File: src/scg_map.svh
// Offsets, field positions, reset values and limits of the sleep clock gating block.
// Assumes it is included by its bare name wherever a constant is needed.
`ifndef SCG_MAP_SVH
`define SCG_MAP_SVH

`define SCG_OFS_RUN_CFG    12'h060
`define SCG_OFS_RUN_GATE   12'h100
`define SCG_OFS_SLEEP_GATE 12'h110
`define SCG_OFS_IRQ_STAT   12'h150
`define SCG_OFS_IRQ_MASK   12'h154

`define SCG_BIT_PWM        20
`define SCG_BIT_ADC        16
`define SCG_BIT_SPD_HI     9
`define SCG_BIT_SPD_LO     8
`define SCG_BIT_FIXED_ONE  6
`define SCG_BIT_WDT        3
`define SCG_BIT_ACG        0

`define SCG_BIT_EV_FAULT   0
`define SCG_BIT_EV_SLEEP   1
`define SCG_BIT_EV_WAKE    2

`define SCG_GATE_RESET     32'h00000040
`define SCG_SPD_MAX        2'h2
`define SCG_EV_RESET       3'h0

`endif

File: src/scg_pkg.sv
// Types of the sleep clock gating block.
// Assumes scg_map.svh supplies the numeric constants.
package scg_pkg;

	typedef enum logic [1:0] {
		SCG_MODE_RUN   = 2'h0,
		SCG_MODE_SLEEP = 2'h1
	} scg_mode_type;

	typedef enum logic [1:0] {
		SCG_UNIT_PWM = 2'h0,
		SCG_UNIT_ADC = 2'h1,
		SCG_UNIT_WDT = 2'h2
	} scg_unit_type;

	typedef struct packed {
		logic       pwm;
		logic       adc;
		logic       wdt;
		logic [1:0] speed;
	} scg_gate_type;

	typedef struct packed {
		scg_mode_type mode;
		logic         auto_clock_gating_enable;
		scg_gate_type run_gate;
		scg_gate_type sleep_gate;
		scg_gate_type en;
		logic [2:0]   stat;
		logic [2:0]   mask;
		logic         irq;
		logic [31:0]  rdata;
		logic         fault;
		logic         done;
	} scg_state_type;

endpackage : scg_pkg

File: src/scg_top.sv
// Sleep clock gating control: run and sleep gating registers, the
// effective peripheral clock enables, bus fault on gated access, interrupts.
// Assumes the core drives the register and peripheral ports on this clock.
//
// Decided for this implementation: the plain strobed port.
`timescale 1ns/1ps
`include "scg_map.svh"

module scg_top (
	input  wire logic               clock,
	input  wire logic               srst,
	input  wire logic               ce,
	input  wire logic [11:0]        addr,
	input  wire logic [31:0]        wdata,
	input  wire logic               wr,
	input  wire logic               rd,
	output logic      [31:0]        rdata,
	input  wire logic               sleep_req,
	input  wire logic               periph_req,
	input  wire scg_pkg::scg_unit_type periph_sel,
	output logic                    periph_fault,
	output logic                    periph_done,
	output logic                    pwm_clk_en,
	output logic                    adc_clk_en,
	output logic                    wdt_clk_en,
	output logic      [1:0]         adc_sample_speed_select,
	output logic                    irq
);

	scg_pkg::scg_state_type state;
	scg_pkg::scg_state_type next_state;

	function automatic scg_pkg::scg_gate_type unpack_gate(input logic [31:0] d);
		scg_pkg::scg_gate_type g;
		g.pwm = d[`SCG_BIT_PWM];
		g.adc = d[`SCG_BIT_ADC];
		g.wdt = d[`SCG_BIT_WDT];
		g.speed = d[`SCG_BIT_SPD_HI:`SCG_BIT_SPD_LO];
		if (g.speed > `SCG_SPD_MAX) begin
			g.speed = `SCG_SPD_MAX;
		end
		return g;
	endfunction : unpack_gate

	function automatic logic [31:0] pack_gate(input scg_pkg::scg_gate_type g);
		logic [31:0] d;
		d = `SCG_GATE_RESET;
		d[`SCG_BIT_PWM] = g.pwm;
		d[`SCG_BIT_ADC] = g.adc;
		d[`SCG_BIT_WDT] = g.wdt;
		d[`SCG_BIT_SPD_HI:`SCG_BIT_SPD_LO] = g.speed;
		return d;
	endfunction : pack_gate

	function automatic logic unit_on(input scg_pkg::scg_gate_type g,
		input scg_pkg::scg_unit_type u);
		logic on;
		on = 1'b0;
		case (u)
			scg_pkg::SCG_UNIT_PWM: on = g.pwm;
			scg_pkg::SCG_UNIT_ADC: on = g.adc;
			scg_pkg::SCG_UNIT_WDT: on = g.wdt;
			default: on = 1'b0;
		endcase
		return on;
	endfunction : unit_on

	logic [2:0] ev;
	logic [2:0] clr;

	always_comb begin
		next_state = state;
		ev = 3'h0;
		clr = 3'h0;
		next_state.fault = 1'b0;
		next_state.done = 1'b0;
		next_state.rdata = 32'h0;
		// Register writes.
		if (wr) begin
			if (addr == `SCG_OFS_RUN_GATE) begin
				next_state.run_gate = unpack_gate(wdata);
			end else if (addr == `SCG_OFS_SLEEP_GATE) begin
				next_state.sleep_gate = unpack_gate(wdata);
			end else if (addr == `SCG_OFS_RUN_CFG) begin
				next_state.auto_clock_gating_enable = wdata[`SCG_BIT_ACG];
			end else if (addr == `SCG_OFS_IRQ_STAT) begin
				clr = wdata[2:0];
			end else if (addr == `SCG_OFS_IRQ_MASK) begin
				next_state.mask = wdata[2:0];
			end
		end
		// Register reads; unmapped addresses read zero.
		if (rd) begin
			if (addr == `SCG_OFS_RUN_GATE) begin
				next_state.rdata = pack_gate(state.run_gate);
			end else if (addr == `SCG_OFS_SLEEP_GATE) begin
				next_state.rdata = pack_gate(state.sleep_gate);
			end else if (addr == `SCG_OFS_RUN_CFG) begin
				next_state.rdata = {31'h0, state.auto_clock_gating_enable};
			end else if (addr == `SCG_OFS_IRQ_STAT) begin
				next_state.rdata = {29'h0, state.stat};
			end else if (addr == `SCG_OFS_IRQ_MASK) begin
				next_state.rdata = {29'h0, state.mask};
			end
		end
		// Power mode follows the core's sleep request.
		case (state.mode)
			scg_pkg::SCG_MODE_RUN: begin
				if (sleep_req) begin
					next_state.mode = scg_pkg::SCG_MODE_SLEEP;
					ev[`SCG_BIT_EV_SLEEP] = 1'b1;
				end
			end
			scg_pkg::SCG_MODE_SLEEP: begin
				if (!sleep_req) begin
					next_state.mode = scg_pkg::SCG_MODE_RUN;
					ev[`SCG_BIT_EV_WAKE] = 1'b1;
				end
			end
			default: next_state.mode = scg_pkg::SCG_MODE_RUN;
		endcase
		// Effective enables from the sleep register in sleep mode with auto gating on, else from the run register.
		if (next_state.mode == scg_pkg::SCG_MODE_SLEEP && next_state.auto_clock_gating_enable) begin
			next_state.en = next_state.sleep_gate;
		end else begin
			next_state.en = next_state.run_gate;
		end
		// Peripheral accesses complete only on a clocked unit.
		if (periph_req) begin
			if (unit_on(state.en, periph_sel)) begin
				next_state.done = 1'b1;
			end else begin
				next_state.fault = 1'b1;
				ev[`SCG_BIT_EV_FAULT] = 1'b1;
			end
		end
		// A new event wins over a clear in the same cycle.
		next_state.stat = (state.stat & ~clr) | ev;
		next_state.irq = |(next_state.stat & next_state.mask);
	end

	always_ff @(posedge clock) begin
		if (srst) begin
			state.mode <= scg_pkg::SCG_MODE_RUN;
			state.auto_clock_gating_enable <= 1'b0;
			state.run_gate <= '0;
			state.sleep_gate <= '0;
			state.en <= '0;
			state.stat <= `SCG_EV_RESET;
			state.mask <= `SCG_EV_RESET;
			state.irq <= 1'b0;
			state.rdata <= 32'h0;
			state.fault <= 1'b0;
			state.done <= 1'b0;
		end else if (ce) begin
			state <= next_state;
		end
	end

	assign rdata = state.rdata;
	assign periph_fault = state.fault;
	assign periph_done = state.done;
	assign pwm_clk_en = state.en.pwm;
	assign adc_clk_en = state.en.adc;
	assign wdt_clk_en = state.en.wdt;
	assign adc_sample_speed_select = state.en.speed;
	assign irq = state.irq;
endmodule : scg_top

File: config.mk
export PLATFORM = sky130hd
export DESIGN_NAME = scg_top
export DESIGN_NICKNAME = d
export VERILOG_FILES = /design/src/scg_pkg.sv /design/src/scg_top.sv
export VERILOG_INCLUDE_DIRS = /design/src
export SDC_FILE = /design/constraint.sdc
export NUM_CORES = 1
export LEC_CHECK = 0
export ABC_AREA = 1
export BUFFER_PORTS_ARGS = -buffer_cell sky130_fd_sc_hd__buf_2
export CAP_MARGIN = 20
export CORE_AREA = 2 2 73 75
export CTS_CLUSTER_DIAMETER = 200
export DETAILED_ROUTE_END_ITERATION = 7
export DIE_AREA = 0 0 75 77
export PLACE_DENSITY = 0.78
export SYNTH_ARGS = -nofsm -noshare
export SYNTH_HDL_FRONTEND = slang
export SYNTH_SLANG_ARGS = --single-unit
File: constraint.sdc
create_clock -name clock -period 1.7 [get_ports clock]
set_input_delay 0.255 -clock clock [delete_from_list [all_inputs] [get_ports clock]]
set_output_delay 0.255 -clock clock [all_outputs]
set_load 0.01 [all_outputs]
==> summary by stage, run 1 <==
Clock tree
The number of buffers between clock root and the deepest sink is 2. The insertion delay of the later-clocked pin in the worst-skew pair is 0.28 ns. The number of gates resized after CTS was 0. Clock-pin slew was measured on the worst setup and hold paths at 0.08 ns. The number of clock sinks is 36.

The clock tree root buffer cell is clkbuf_8. The clock tree from TritonCTS is done. The number of H-tree branching levels is 2. TritonCTS created 5 clock buffers.

The number of buffers inserted for hold repair after clock tree synthesis is 0. The number of post-CTS setup repair buffers is 0.

Critical path
The peak per-stage delay on the critical path is 0.33 ns. The critical path class is flip-flop to flip-flop. The timing startpoint of the critical path is pwm_clk_en. STA puts the critical path data arrival time at 1.58 ns.

Among cell families on the critical path, the largest total delay comes from simple AND/OR/NAND/NOR gates. The worst setup path is captured at a flip-flop. The count of cells along the worst register-to-register path is 8. STA classifies the critical path startpoint as a flip-flop. The required time at the worst-slack endpoint is 1.93 ns.

The slack of the worst reg-to-reg path is 0.35 ns. The cell that appears most often on the critical path is nand2_1. The largest fanout of any net on the critical path is 3. The startpoint identified for the worst register-to-register timing path is pwm_clk_en. Traced cell by cell, the critical path runs through or2_2 -> a21oi_1 -> nand2_1 -> nand2_1 -> nand3_1 -> nand2_1 -> inv_1 -> a21oi_2. The number of buffers and inverters on the critical path is 1. The cell type of the slowest stage on the worst timing path is dfxtp_1. The endpoint identified for the worst register-to-register timing path is irq.

Yosys
Counting flops with an async set or reset pin after synthesis yields a share of 0. The part of the Yosys area used for sequential elements is 0.308. The number of cells produced by synthesis is 338. In this run the mean area of a mapped cell was 6.92 um2. During synthesis, Yosys emitted a total of 0 warnings. In the post-synthesis netlist, the biggest area contributors are dfxtp_1 (31%), nand2_1 (14%), buf_4 (11%), inv_1 (7.9%), nand3_1 (3.6%). Counting flops and latches in the post-synthesis netlist gives 36. The count of flip-flops with a built-in enable after synthesis is 0.

The count of different cell masters after synthesis is 37. The area share of the largest cell type after synthesis is 0.308. The biggest area contributor in the post-synthesis netlist is dfxtp_1. The primary flip-flop cell chosen by synthesis mapping is dfxtp_1. The cell area after synthesis is 2340 um2.

Hold path
The worst hold path terminates at rdata[6]. The launch point of the worst hold path is rd. The worst hold path was traced through 3 stages. The classification of the worst-slack hold path is primary input to flip-flop.

Final layout
From synthesis to final layout, the design area changed by 10.8%. The share of final-layout standard cells stronger than drive strength 1 is 0.253. The number of antenna diodes in the final layout is 0. Fill cells in the final layout number 512. After the last flow step, the layout net total stands at 432.

Place
Buffers placed on the I/O ports in this run total 45. The global placement routability congestion is 0.888. Detailed placement ended at an HPWL of 3.95 mm.

Drt
The total wire length after detailed routing is 5.03 mm. Using the TritonRoute via totals, the vias-per-cell ratio works out to 4.76. The per-cell routed wire length is 11.2 um. In this run the remaining antenna-violating nets after routing total 0.

After the first detailed-routing iteration, the DRC count stood at 151. The post-route DRC violation count is 0. The via count is 2143. For this run, the detailed router's first-pass iteration total came to 4.

Floorplan
The floorplan step set the die height to 77 um. In this run the core area contains 26 standard-cell rows. The floorplan step set the die width to 75 um. The number of top-level pins is 93. The region available for standard cell placement spans 4980 um2. The die covers 5780 um2. For this configuration, the core starts out at a cell density of 0.470.

Global routing
The overall track demand over capacity in global routing is 0.190. The first-pass GRT wire length is 8.67 mm. The initial antenna violation count is 0. The largest net degree at the start of global routing is 14. The number of global-route vias before repair is 1911. After global routing the overflow that remains totals 0.

Power and ir drop
Dividing total power by cell area gives a power density of 703 nW/um2. The worst ir drop on vdd is 0.382 mV. The analysis attributes to cell leakage a power of 1.35 nW.

Timing
Of the available clock period, the critical path in the final layout requires 0.794. The smallest clock period supported by the final layout is computed as 1.35 ns. The final worst hold slack is 0.255 ns. Setup violations remaining at the end of the flow were counted as 0. Summed over all failing endpoints, the final setup total negative slack is 0 ns. Setup repair after global routing left no endpoint under its margin. The worst-case clock skew is 0.00257 ns. Timing would allow up to 741 MHz. The total count of hold-check failures in the final report was 0.

The max-slew violation total from the final report is 0.

Status
The flow ran to the end, and the final reports show no timing, DRC or antenna violations.

Flow run
The reported max-cap violation count is 0.
-- per-layer routing --
layer	vias up	wire length, um	global-route usage
li1	1106	-	-
met1	948	2150	0.259
met2	82	2370	0.294
met3	7	426	0.0368
met4	0	80	0.0696
met5	-	0	0
-- flip-flops by register name, indices dropped and copies added (netlist names) --
name                     cells
state                       19
rdata                        9
adc_sample_speed_select      2
adc_clk_en                   1
irq                          1
periph_done                  1
periph_fault                 1
pwm_clk_en                   1
wdt_clk_en                   1
-- layout by cell type (no fill, tap or decap), types with 6 or more instances in the layout --
master	count
a21oi_1	8
buf_2	45
buf_4	9
clkbuf_8	6
conb_1	23
dfxtp_1	36
inv_1	49
nand2_1	85
nand2_2	8
nand3_1	17
nor2_1	18
o211ai_1	8
o21ai_0	13
o22ai_1	9
-- cells by family after synthesis --
logic type,synth area share
other,0.00160
DFF,0.308
and+or+nand+nor,0.320
AOI/OAI and AO/OA,0.152
buffers and inverters,0.218
-- worst register-to-register path: stages, from the launching register on --
cell     delay, ns
dfxtp_1       0.33
or2_2         0.29
a21oi_1       0.21
nand2_1       0.07
nand2_1       0.09
nand3_1       0.09
nand2_1       0.07
inv_1         0.04
a21oi_2       0.09
-- synthesized netlist by cell type, types with 3 or more instances --
library cell	n
a21oi_1	8
o21ai_1	4
o22ai_1	9
o21ai_2	3
o21ai_0	13
nand3_4	3
a22oi_1	5
inv_1	49
dfxtp_1	36
o211ai_1	8
nand2_2	8
buf_4	34
nor2_4	3
nor2_2	5
nand4_1	5
nand3_1	17
nand2_1	85
nor2_1	18
clkbuf_1	4
-- layout make-up --
cell class                 instances  area (um2)  area share
timing repair buffer              54         293       0.113
multi-input combinational        229        1190       0.460
clock buffer                       6        82.6      0.0319
sequential                        36         721       0.278
tap                               70        87.6      0.0338
clock inverter                     2        13.8     0.00531
inverter                          53         203      0.0782
-- metrics by stage --
| stage | power (mW) | cells | instance area [um2] | utilization | worst slack (ns) |
|---|---|---|---|---|---|
| after floorplan | 1.13 | 360 | 2420 | - | 0.413 |
| after detailed placement | 1.19 | 442 | 2490 | 0.501 | 0.0840 |
| final | 1.82 | 450 | 2590 | 0.521 | 0.350 |
| after global routing | 1.92 | 450 | 2590 | 0.521 | 0.206 |
| after global placement | 1.18 | 442 | 2490 | 0.501 | 0.102 |
| after CTS | 1.84 | 450 | 2590 | 0.521 | 0.337 |
-- power breakdown --
part	switching, mW	internal (mW)
sequential	0.0171	0.873
clock	0.319	0.331
combinational	0.185	0.0967
total	0.521	1.30
-- worst max-delay path by stage --
stage                      endpoint  depth (start not counted)  slack, ns
final                           irq                          8       0.35
after global routing      state[38]                          5       0.21
after CTS                       irq                          8       0.34
after detailed placement        irq                         13       0.08
after global placement          irq                         13       0.10
after floorplan                 irq                         13       0.41
No activity file was read; power rests on OpenSTA's default activity.
==> inputs of run 2 (changes only) <==
--- a/config.mk
+++ b/config.mk
@@ -6,13 +6,13 @@
 export SDC_FILE = /design/constraint.sdc
 export NUM_CORES = 1
 export LEC_CHECK = 0
-export ABC_AREA = 1
+export ABC_AREA = 0
 export BUFFER_PORTS_ARGS = -buffer_cell sky130_fd_sc_hd__buf_2
 export CAP_MARGIN = 20
-export CORE_AREA = 2 2 73 75
+export CORE_AREA = 2 2 70 72
 export CTS_CLUSTER_DIAMETER = 200
 export DETAILED_ROUTE_END_ITERATION = 7
-export DIE_AREA = 0 0 75 77
+export DIE_AREA = 0 0 72 74
 export PLACE_DENSITY = 0.78
 export SYNTH_ARGS = -nofsm -noshare
 export SYNTH_HDL_FRONTEND = slang
==> constraint.sdc (replaced) <==
create_clock -name clock -period 1.3 [get_ports clock]
set_input_delay 0.195 -clock clock [delete_from_list [all_inputs] [get_ports clock]]
set_output_delay 0.195 -clock clock [all_outputs]
set_load 0.01 [all_outputs]
==> run 2 against run 1 <==
Compared with the run above: the flow now finishes with violations (negative setup slack); power rose by 22%; flip-flop and latch count unchanged; synthesized cell count shrank 28%.
==> summary by stage, run 2 <==
Yosys
The number of warning messages in the yosys log is 0. In the synthesized netlist, the cells that appear most often are dfxtp_1 (36), buf_4 (34), nor2_1 (24). The part of the Yosys area used for sequential elements is 0.344. Summing every instance area after synthesis gives 2090 um2. The count of flip-flops with a built-in enable after synthesis is 0. After synthesis the netlist holds a flip-flop and latch count of 36. The cell taking the most area after synthesis is dfxtp_1. Of the post-synthesis cell area, the dominant cell type holds 0.344. Counting distinct cell types in the post-synthesis netlist gives 47. In the synthesized netlist, the number of instances is 243. In the post-synthesis netlist, the biggest area contributors are dfxtp_1 (34%), buf_4 (12%), mux2i_1 (6.7%), mux2_2 (5.4%), nor2_1 (4.3%). The most frequent cell after synthesis is dfxtp_1. In the synthesized netlist the async set-or-reset flop fraction comes to 0. Among all flip-flop cells after synthesis, the most frequent one is dfxtp_1.

The post-synthesis area per instance is 8.61 um2.

Timing
For the finished layout, the period the worst path requires is 1.79 ns. The final setup violation count is 32. The final critical-path share of the clock period is 1.38.

The max-slew violation total from the final report is 0. The total count of hold-check failures in the final report was 0. The final worst hold slack is 0.174 ns.

The worst path setup slack after routing is -0.494 ns. The clock arrives with 0.00354 ns of skew. The achievable frequency is 557 MHz. Setup repair after global routing could not meet its margin everywhere. After routing, the total negative slack on setup checks comes to -11.44 ns.

Floorplan
The number of rows in the core area is 25. The initial utilization of the core area, before any placement, comes to 0.455. The number of top-level pins is 93. The x dimension of the die is 72 um. The height of the die is 74 um. The floorplan step defined a die boundary enclosing 5330 um2.

The core region is 4600 um2.

Final layout
The leading cell type in the layout, fill and taps excluded is buf_2. In the final layout, the share of cells above drive strength 1 is 0.416. The final instance area is 2710 um2. At the end of the flow, the number of nets in the layout was 362. More flip-flops sit in one register than any other, and that register is state. The number of flip-flops in the largest register is 19. The number of antenna diodes is 0.

The area growth from synthesis to layout is 29.3%. The count of non-filler cells in the finished layout is 364. The top cell types in the final layout, fill and taps aside, are buf_2 (44), dfxtp_1 (36), buf_4 (31). After filler insertion, the fill cell instance count of the layout stands at 425.

Power and ir drop
The fraction of power consumed by combinational cells is 0.127. The portion of total power attributed to sequential cells is 0.505. The power density over the cells is 820 nW/um2. The internal portion of the total power is 1.65 mW. Of the total power, the share spent switching nets is 0.257. The leakage dissipation is 1.25 nW.

In this run the power spent charging and discharging nets is 0.570 mW. The share of total power dissipated in the clock network is 0.368. The worst ir drop on vdd is 0.466 mV.

Place
After detailed placement, the design holds a cell count of 350. After legalization and detailed placement, the total HPWL measured 3.66 mm. The standard cell area after detailed placement is 2390 um2. The worst setup slack after placement is -0.893 ns.

The global placement routability congestion is 0.867. In this run the tool buffered the top-level ports with 45 buffer cells.

Critical path
STA classifies the critical path endpoint as a flip-flop. In this run the worst path has a maximum fanout of 6. The required time at the worst-slack endpoint is 1.51 ns. The worst setup path is launched from a primary input. The critical path class is primary input to flip-flop. For this run, the slowest stage of the critical path takes 0.60 ns. Data arrives at the worst endpoint at 2.01 ns.

The cell type of the slowest stage on the worst timing path is or4_4. The critical path goes through buf_6 -> or4_4 -> nor4_4 -> buf_4 -> a2bb2oi_1 -> a22oi_2 -> a311oi_2.

Global routing
The leftover overflow at the end of global routing is 0. The first-pass GRT wire length is 7.91 mm. The largest net degree at the start of global routing is 23.

The initial antenna violation count is 0. The number of global-route vias before repair is 1771. For this run, the total global-route usage over all layers was measured as 0.192.

Hold path
The min-delay analysis places its worst path in the category primary input to flip-flop.

Status
The final reports fail on negative setup slack. The run finished, with violations left.

Clock tree
In this run the number of H-tree levels came out at 2. The number of buffers between clock root and the deepest sink is 2. The clock input transition at the sequential cells of the worst setup and hold paths is 0.07 ns. The number of buffers inserted for hold repair after clock tree synthesis is 0. The clock tree root buffer cell is clkbuf_8. The tree built by TritonCTS fans out to 36 sinks. The number of clock buffers added by TritonCTS is 5. The clock tree from TritonCTS is done. The insertion delay of the later-clocked pin in the worst-skew pair is 0.29 ns.

Drt
The post-route antenna net violation count is 0. In this run, the number of DRC markers left after iteration 0 of detailed routing was 109. Dividing the detail-routed wire length by the instance count gives 14.2 um. The via count is 1941. Before antenna repair, the detailed router went through 4 iterations. Using the TritonRoute via totals, the vias-per-cell ratio works out to 5.33.

In the routed design, unresolved DRC markers number 0. For this block, the routed nets add up to 5.17 mm of wire.

Flow run
Max-cap violations in this run came to 0.
[run 2: metrics by stage]
step | power (mW) | utilization
floorplan | 1.33 | -
CTS | 2.22 | 0.559
global placement | 1.39 | 0.520
finish | 2.22 | 0.588
global route | 2.31 | 0.588
detailed placement | 1.39 | 0.520
[run 2: logic make-up after synthesis]
| group | after synthesis | share of synthesized area |
|---|---|---|
| AO/OA/AOI/OAI | 38 | 0.124 |
| XOR/XNOR | 1 | 0.00419 |
| buffers and inverters | 48 | 0.151 |
| flip-flops | 36 | 0.344 |
| multiplexers | 25 | 0.128 |
| other | 1 | 0.00179 |
| AND/OR/NAND/NOR | 94 | 0.246 |
[run 2: layout make-up]
cell class	instances	area (um2)	share of cell area
Sequential cell	36	721	0.266
Clock buffer	6	82.6	0.0305
Clock inverter	2	10.0	0.00370
Inverter	4	15.0	0.00555
Multi-Input combinational cell	181	1290	0.476
Tap cell	54	67.6	0.0250
Timing Repair Buffer	81	520	0.192
[run 2: worst paths after layout]
check	start	slack, ns	depth (start not counted)	to
hold reg to reg	periph_done	0.46	2	periph_done
hold / removal	wdata[3]	0.17	3	state[48]
setup reg to reg	state[58]	-0.28	5	pwm_clk_en
setup / recovery	addr[3]	-0.49	7	irq
[run 2: repair_timing]
item,CTS,global route
pin swaps,11,14
gates resized for setup,21,22
hold endpoints to repair,0,0
setup endpoints to repair,32,33
setup buffers,1,5
[run 2: worst max-delay path, delay by kind of cell]
| family | cells | cell delay, ns |
|---|---|---|
| AND/OR/NAND/NOR | 2 | 1.01 |
| AO/OA/AOI/OAI | 3 | 0.50 |
| buffers and inverters | 2 | 0.30 |
[run 2: power groups by stage]
stage	Combinational, mW	Sequential (mW)	Clock [mW]
floorplan	0.181	1.14	0
global placement	0.244	1.14	0
detailed placement	0.247	1.14	0
CTS	0.263	1.12	0.838
global route	0.311	1.12	0.882
finish	0.282	1.12	0.815
[run 2: per-layer routing]
metal | track usage | routed length, um
met1 | 0.232 | 2150
met2 | 0.331 | 2650
met3 | 0.0352 | 253
met5 | 0 | 0
met4 | 0.0985 | 120
==> inputs of run 3 (changes only) <==
--- a/config.mk
+++ b/config.mk
@@ -9,10 +9,10 @@
 export ABC_AREA = 0
 export BUFFER_PORTS_ARGS = -buffer_cell sky130_fd_sc_hd__buf_2
 export CAP_MARGIN = 20
-export CORE_AREA = 2 2 70 72
+export CORE_AREA = 2 2 78 65
 export CTS_CLUSTER_DIAMETER = 200
 export DETAILED_ROUTE_END_ITERATION = 7
-export DIE_AREA = 0 0 72 74
+export DIE_AREA = 0 0 80 67
 export PLACE_DENSITY = 0.78
 export SYNTH_ARGS = -nofsm -noshare
 export SYNTH_HDL_FRONTEND = slang
==> run 3 against run 2 <==
Compared with the run above: largest power group unchanged; sequential share of layout area shrank 0.49 points; highest routed layer unchanged; maximum frequency is 1.8% lower; cell count rose by 1.6%; clock skew up 0.0041 ns; cell area up 2.0%; first-iteration DRC count increased by 83%; worst setup slack got worse by 0.033 ns; the run still ends with negative setup slack left; non-clock buffer count stayed put.
==> summary by stage, run 3 (synthesized netlist as in run 2, its figures left out) <==
Status
The flow ran to the end, but the final reports show violations. The final reports fail on negative setup slack.

Power and ir drop
The switching component of the power is 0.593 mW. The power after layout is 2.40 mW. The portion of total power attributed to sequential cells is 0.467.

The power density over the cells is 868 nW/um2. The fraction of power consumed by combinational cells is 0.126. VDD sags by at most 0.458 mV. Cell internal power was estimated by the tool at 1.80 mW.

The leakage dissipation is 1.25 nW. The clock share of power is 0.406. Of the total power, the share spent switching nets is 0.247.

Hold path
In this run the worst hold path is classified as primary input to flip-flop.

Timing
Dividing the final minimum period by the clock period gives 1.41. Setup repair after global routing could not meet its margin everywhere. The final setup violation count is 33. The total count of hold-check failures in the final report is 0.

Timing would allow up to 547 MHz. Adding up every negative setup slack in the final design gives -9.81 ns. The clock arrives with 0.00761 ns of skew. The max-slew violation total from the final report is 0. After layout, the worst setup slack is -0.527 ns. The shortest period the worst path allows is 1.83 ns. Final hold analysis gives a worst-case slack of 0.131 ns.

Critical path
The critical path class is primary input to flip-flop. Of all nets on the critical path, the largest fanout is 7. The worst path buffer plus inverter count is 2.

Data arrives at the worst endpoint at 2.00 ns. The endpoint kind of the worst setup timing path is a flip-flop. The required time at the worst-slack endpoint is 1.47 ns. The signal on the critical path passes through buf_6 -> or4_4 -> buf_4 -> o41ai_1 -> o21ai_0 -> a22oi_2 -> a311oi_2.

The cell type of the slowest stage on the worst timing path is or4_4. The type of element launching the critical path is a primary input. The family with the most delay on the worst path is compound AO/OA/AOI/OAI gates. The peak per-stage delay on the critical path is 0.60 ns.

Floorplan
After floorplanning, the core was sized to cover 4510 um2. Row generation in the floorplan step produced 22 rows. Measured along the y axis, the die boundary spans 67 um. Measured along the x axis, the die boundary spans 80 um. The die covers 5360 um2. 93 I/O pins were placed.

For this configuration, the core starts out at a cell density of 0.463.

Clock tree
The number of clock sinks is 36. Clock-pin slew was measured on the worst setup and hold paths at 0.07 ns. The insertion delay of the later-clocked pin in the worst-skew pair is 0.30 ns. The number of buffers inserted during clock tree synthesis is 5. The number of buffers between clock root and the deepest sink is 2. The H-tree generated during clock tree synthesis spans 2 levels. The clock tree root buffer cell is clkbuf_8. The clock tree from TritonCTS is done.

Drt
After detailed routing, the average wire length per cell comes to 15.3 um. The post-route DRC violation count is 0. The number of search-and-repair iterations in the first detailed-routing pass is 4.

The detail route stage leaves a number of antenna-violating nets equal to 0. The via count normalized by instance count is 5.29. The total wire length after detailed routing is 5.68 mm. The routed layout has 1956 vias. The number of DRC markers in iteration 0 is 200.

Final layout
The number of flip-flops in the largest register is 19. The library cells used most frequently in the layout, excluding fill and tap cells, are buf_2 (41), dfxtp_1 (35), buf_4 (32). Counting the fill cells in the layout gives 376. In the final layout, the multi-input gates occupy 1310 um2. The final instance area is 2760 um2. The number of antenna diodes in the final layout is 0.

The layout-stage area growth over the synthesis result is 31.9%. The share of final-layout standard cells stronger than drive strength 1 is 0.423. The leading cell type in the layout, fill and taps excluded is buf_2.

Registers take 722 um2. The total number of nets in the final design is 362. The register with the most flip-flops in the final layout is state.

Global routing
The initial antenna violation count is 0. The leftover overflow at the end of global routing is 0. The first-pass GRT wire length is 8.29 mm. The overall track demand over capacity in global routing is 0.206. The largest net degree at the start of global routing is 17. The number of global-route vias before repair came to 1742.

Place
The standard cell area after detailed placement is 2420 um2. In this run the tool buffered the top-level ports with 45 buffer cells. The worst setup slack after placement is -0.815 ns. The post-DP HPWL is 3.63 mm. At the end of routability-driven placement, the weighted congestion stood at 0.928.

Flow run
Max-cap violations in this run came to 0.
-- run 3: repair_timing --
item                       4_1_cts  5_1_grt
setup endpoints to repair       32       33
gates resized for setup         31       19
setup buffers                    4        1
pin swaps                       13       16
hold buffers                     0        0
hold endpoints to repair         0        0
-- run 3: path summary, 6_finish.rpt --
path	start	end	cells after the start	slack, ns
max	addr[1]	irq	7	-0.53
min	srst	state[49]	2	0.13
min reg2reg	adc_sample_speed_select[1]	adc_sample_speed_select[1]	2	0.46
max reg2reg	state[58]	pwm_clk_en	5	-0.30
-- run 3: layer usage --
metal,GRT usage,wire length (um)
met1,0.286,2610
met4,0.0763,117
met5,0,0
met2,0.304,2470
met3,0.0542,481
-- run 3: worst reg2reg max path: stages, from the launching register on --
cell,delay (ns)
dfxtp_1,0.35
nand3b_1,0.23
xor2_1,0.17
o211ai_1,0.38
o21ai_1,0.14
o31ai_1,0.25
-- run 3: through the flow --
stage,instances,utilization
6_report,370,0.611
5_1_grt,370,0.611
3_5_place_dp,359,0.537
2_1_floorplan,265,-
4_1_cts,371,0.596
3_3_place_gp,359,0.537
-- run 3: layout make-up --
type,count,area share
inverters,4,0.00544
clock buffers,6,0.0263
well taps,60,0.0272
flip-flops and latches,36,0.262
repair buffers,81,0.194
multi-input cells,181,0.473
clock inverters,2,0.0127
-- run 3: power by group through the flow --
stage | clock [mW] | combinational [mW] | sequential [mW]
final | 0.974 | 0.303 | 1.12
after global routing | 1.05 | 0.329 | 1.12
after CTS | 1.00 | 0.276 | 1.12
after detailed placement | 0 | 0.251 | 1.14
after global placement | 0 | 0.249 | 1.14
after floorplan | 0 | 0.181 | 1.14
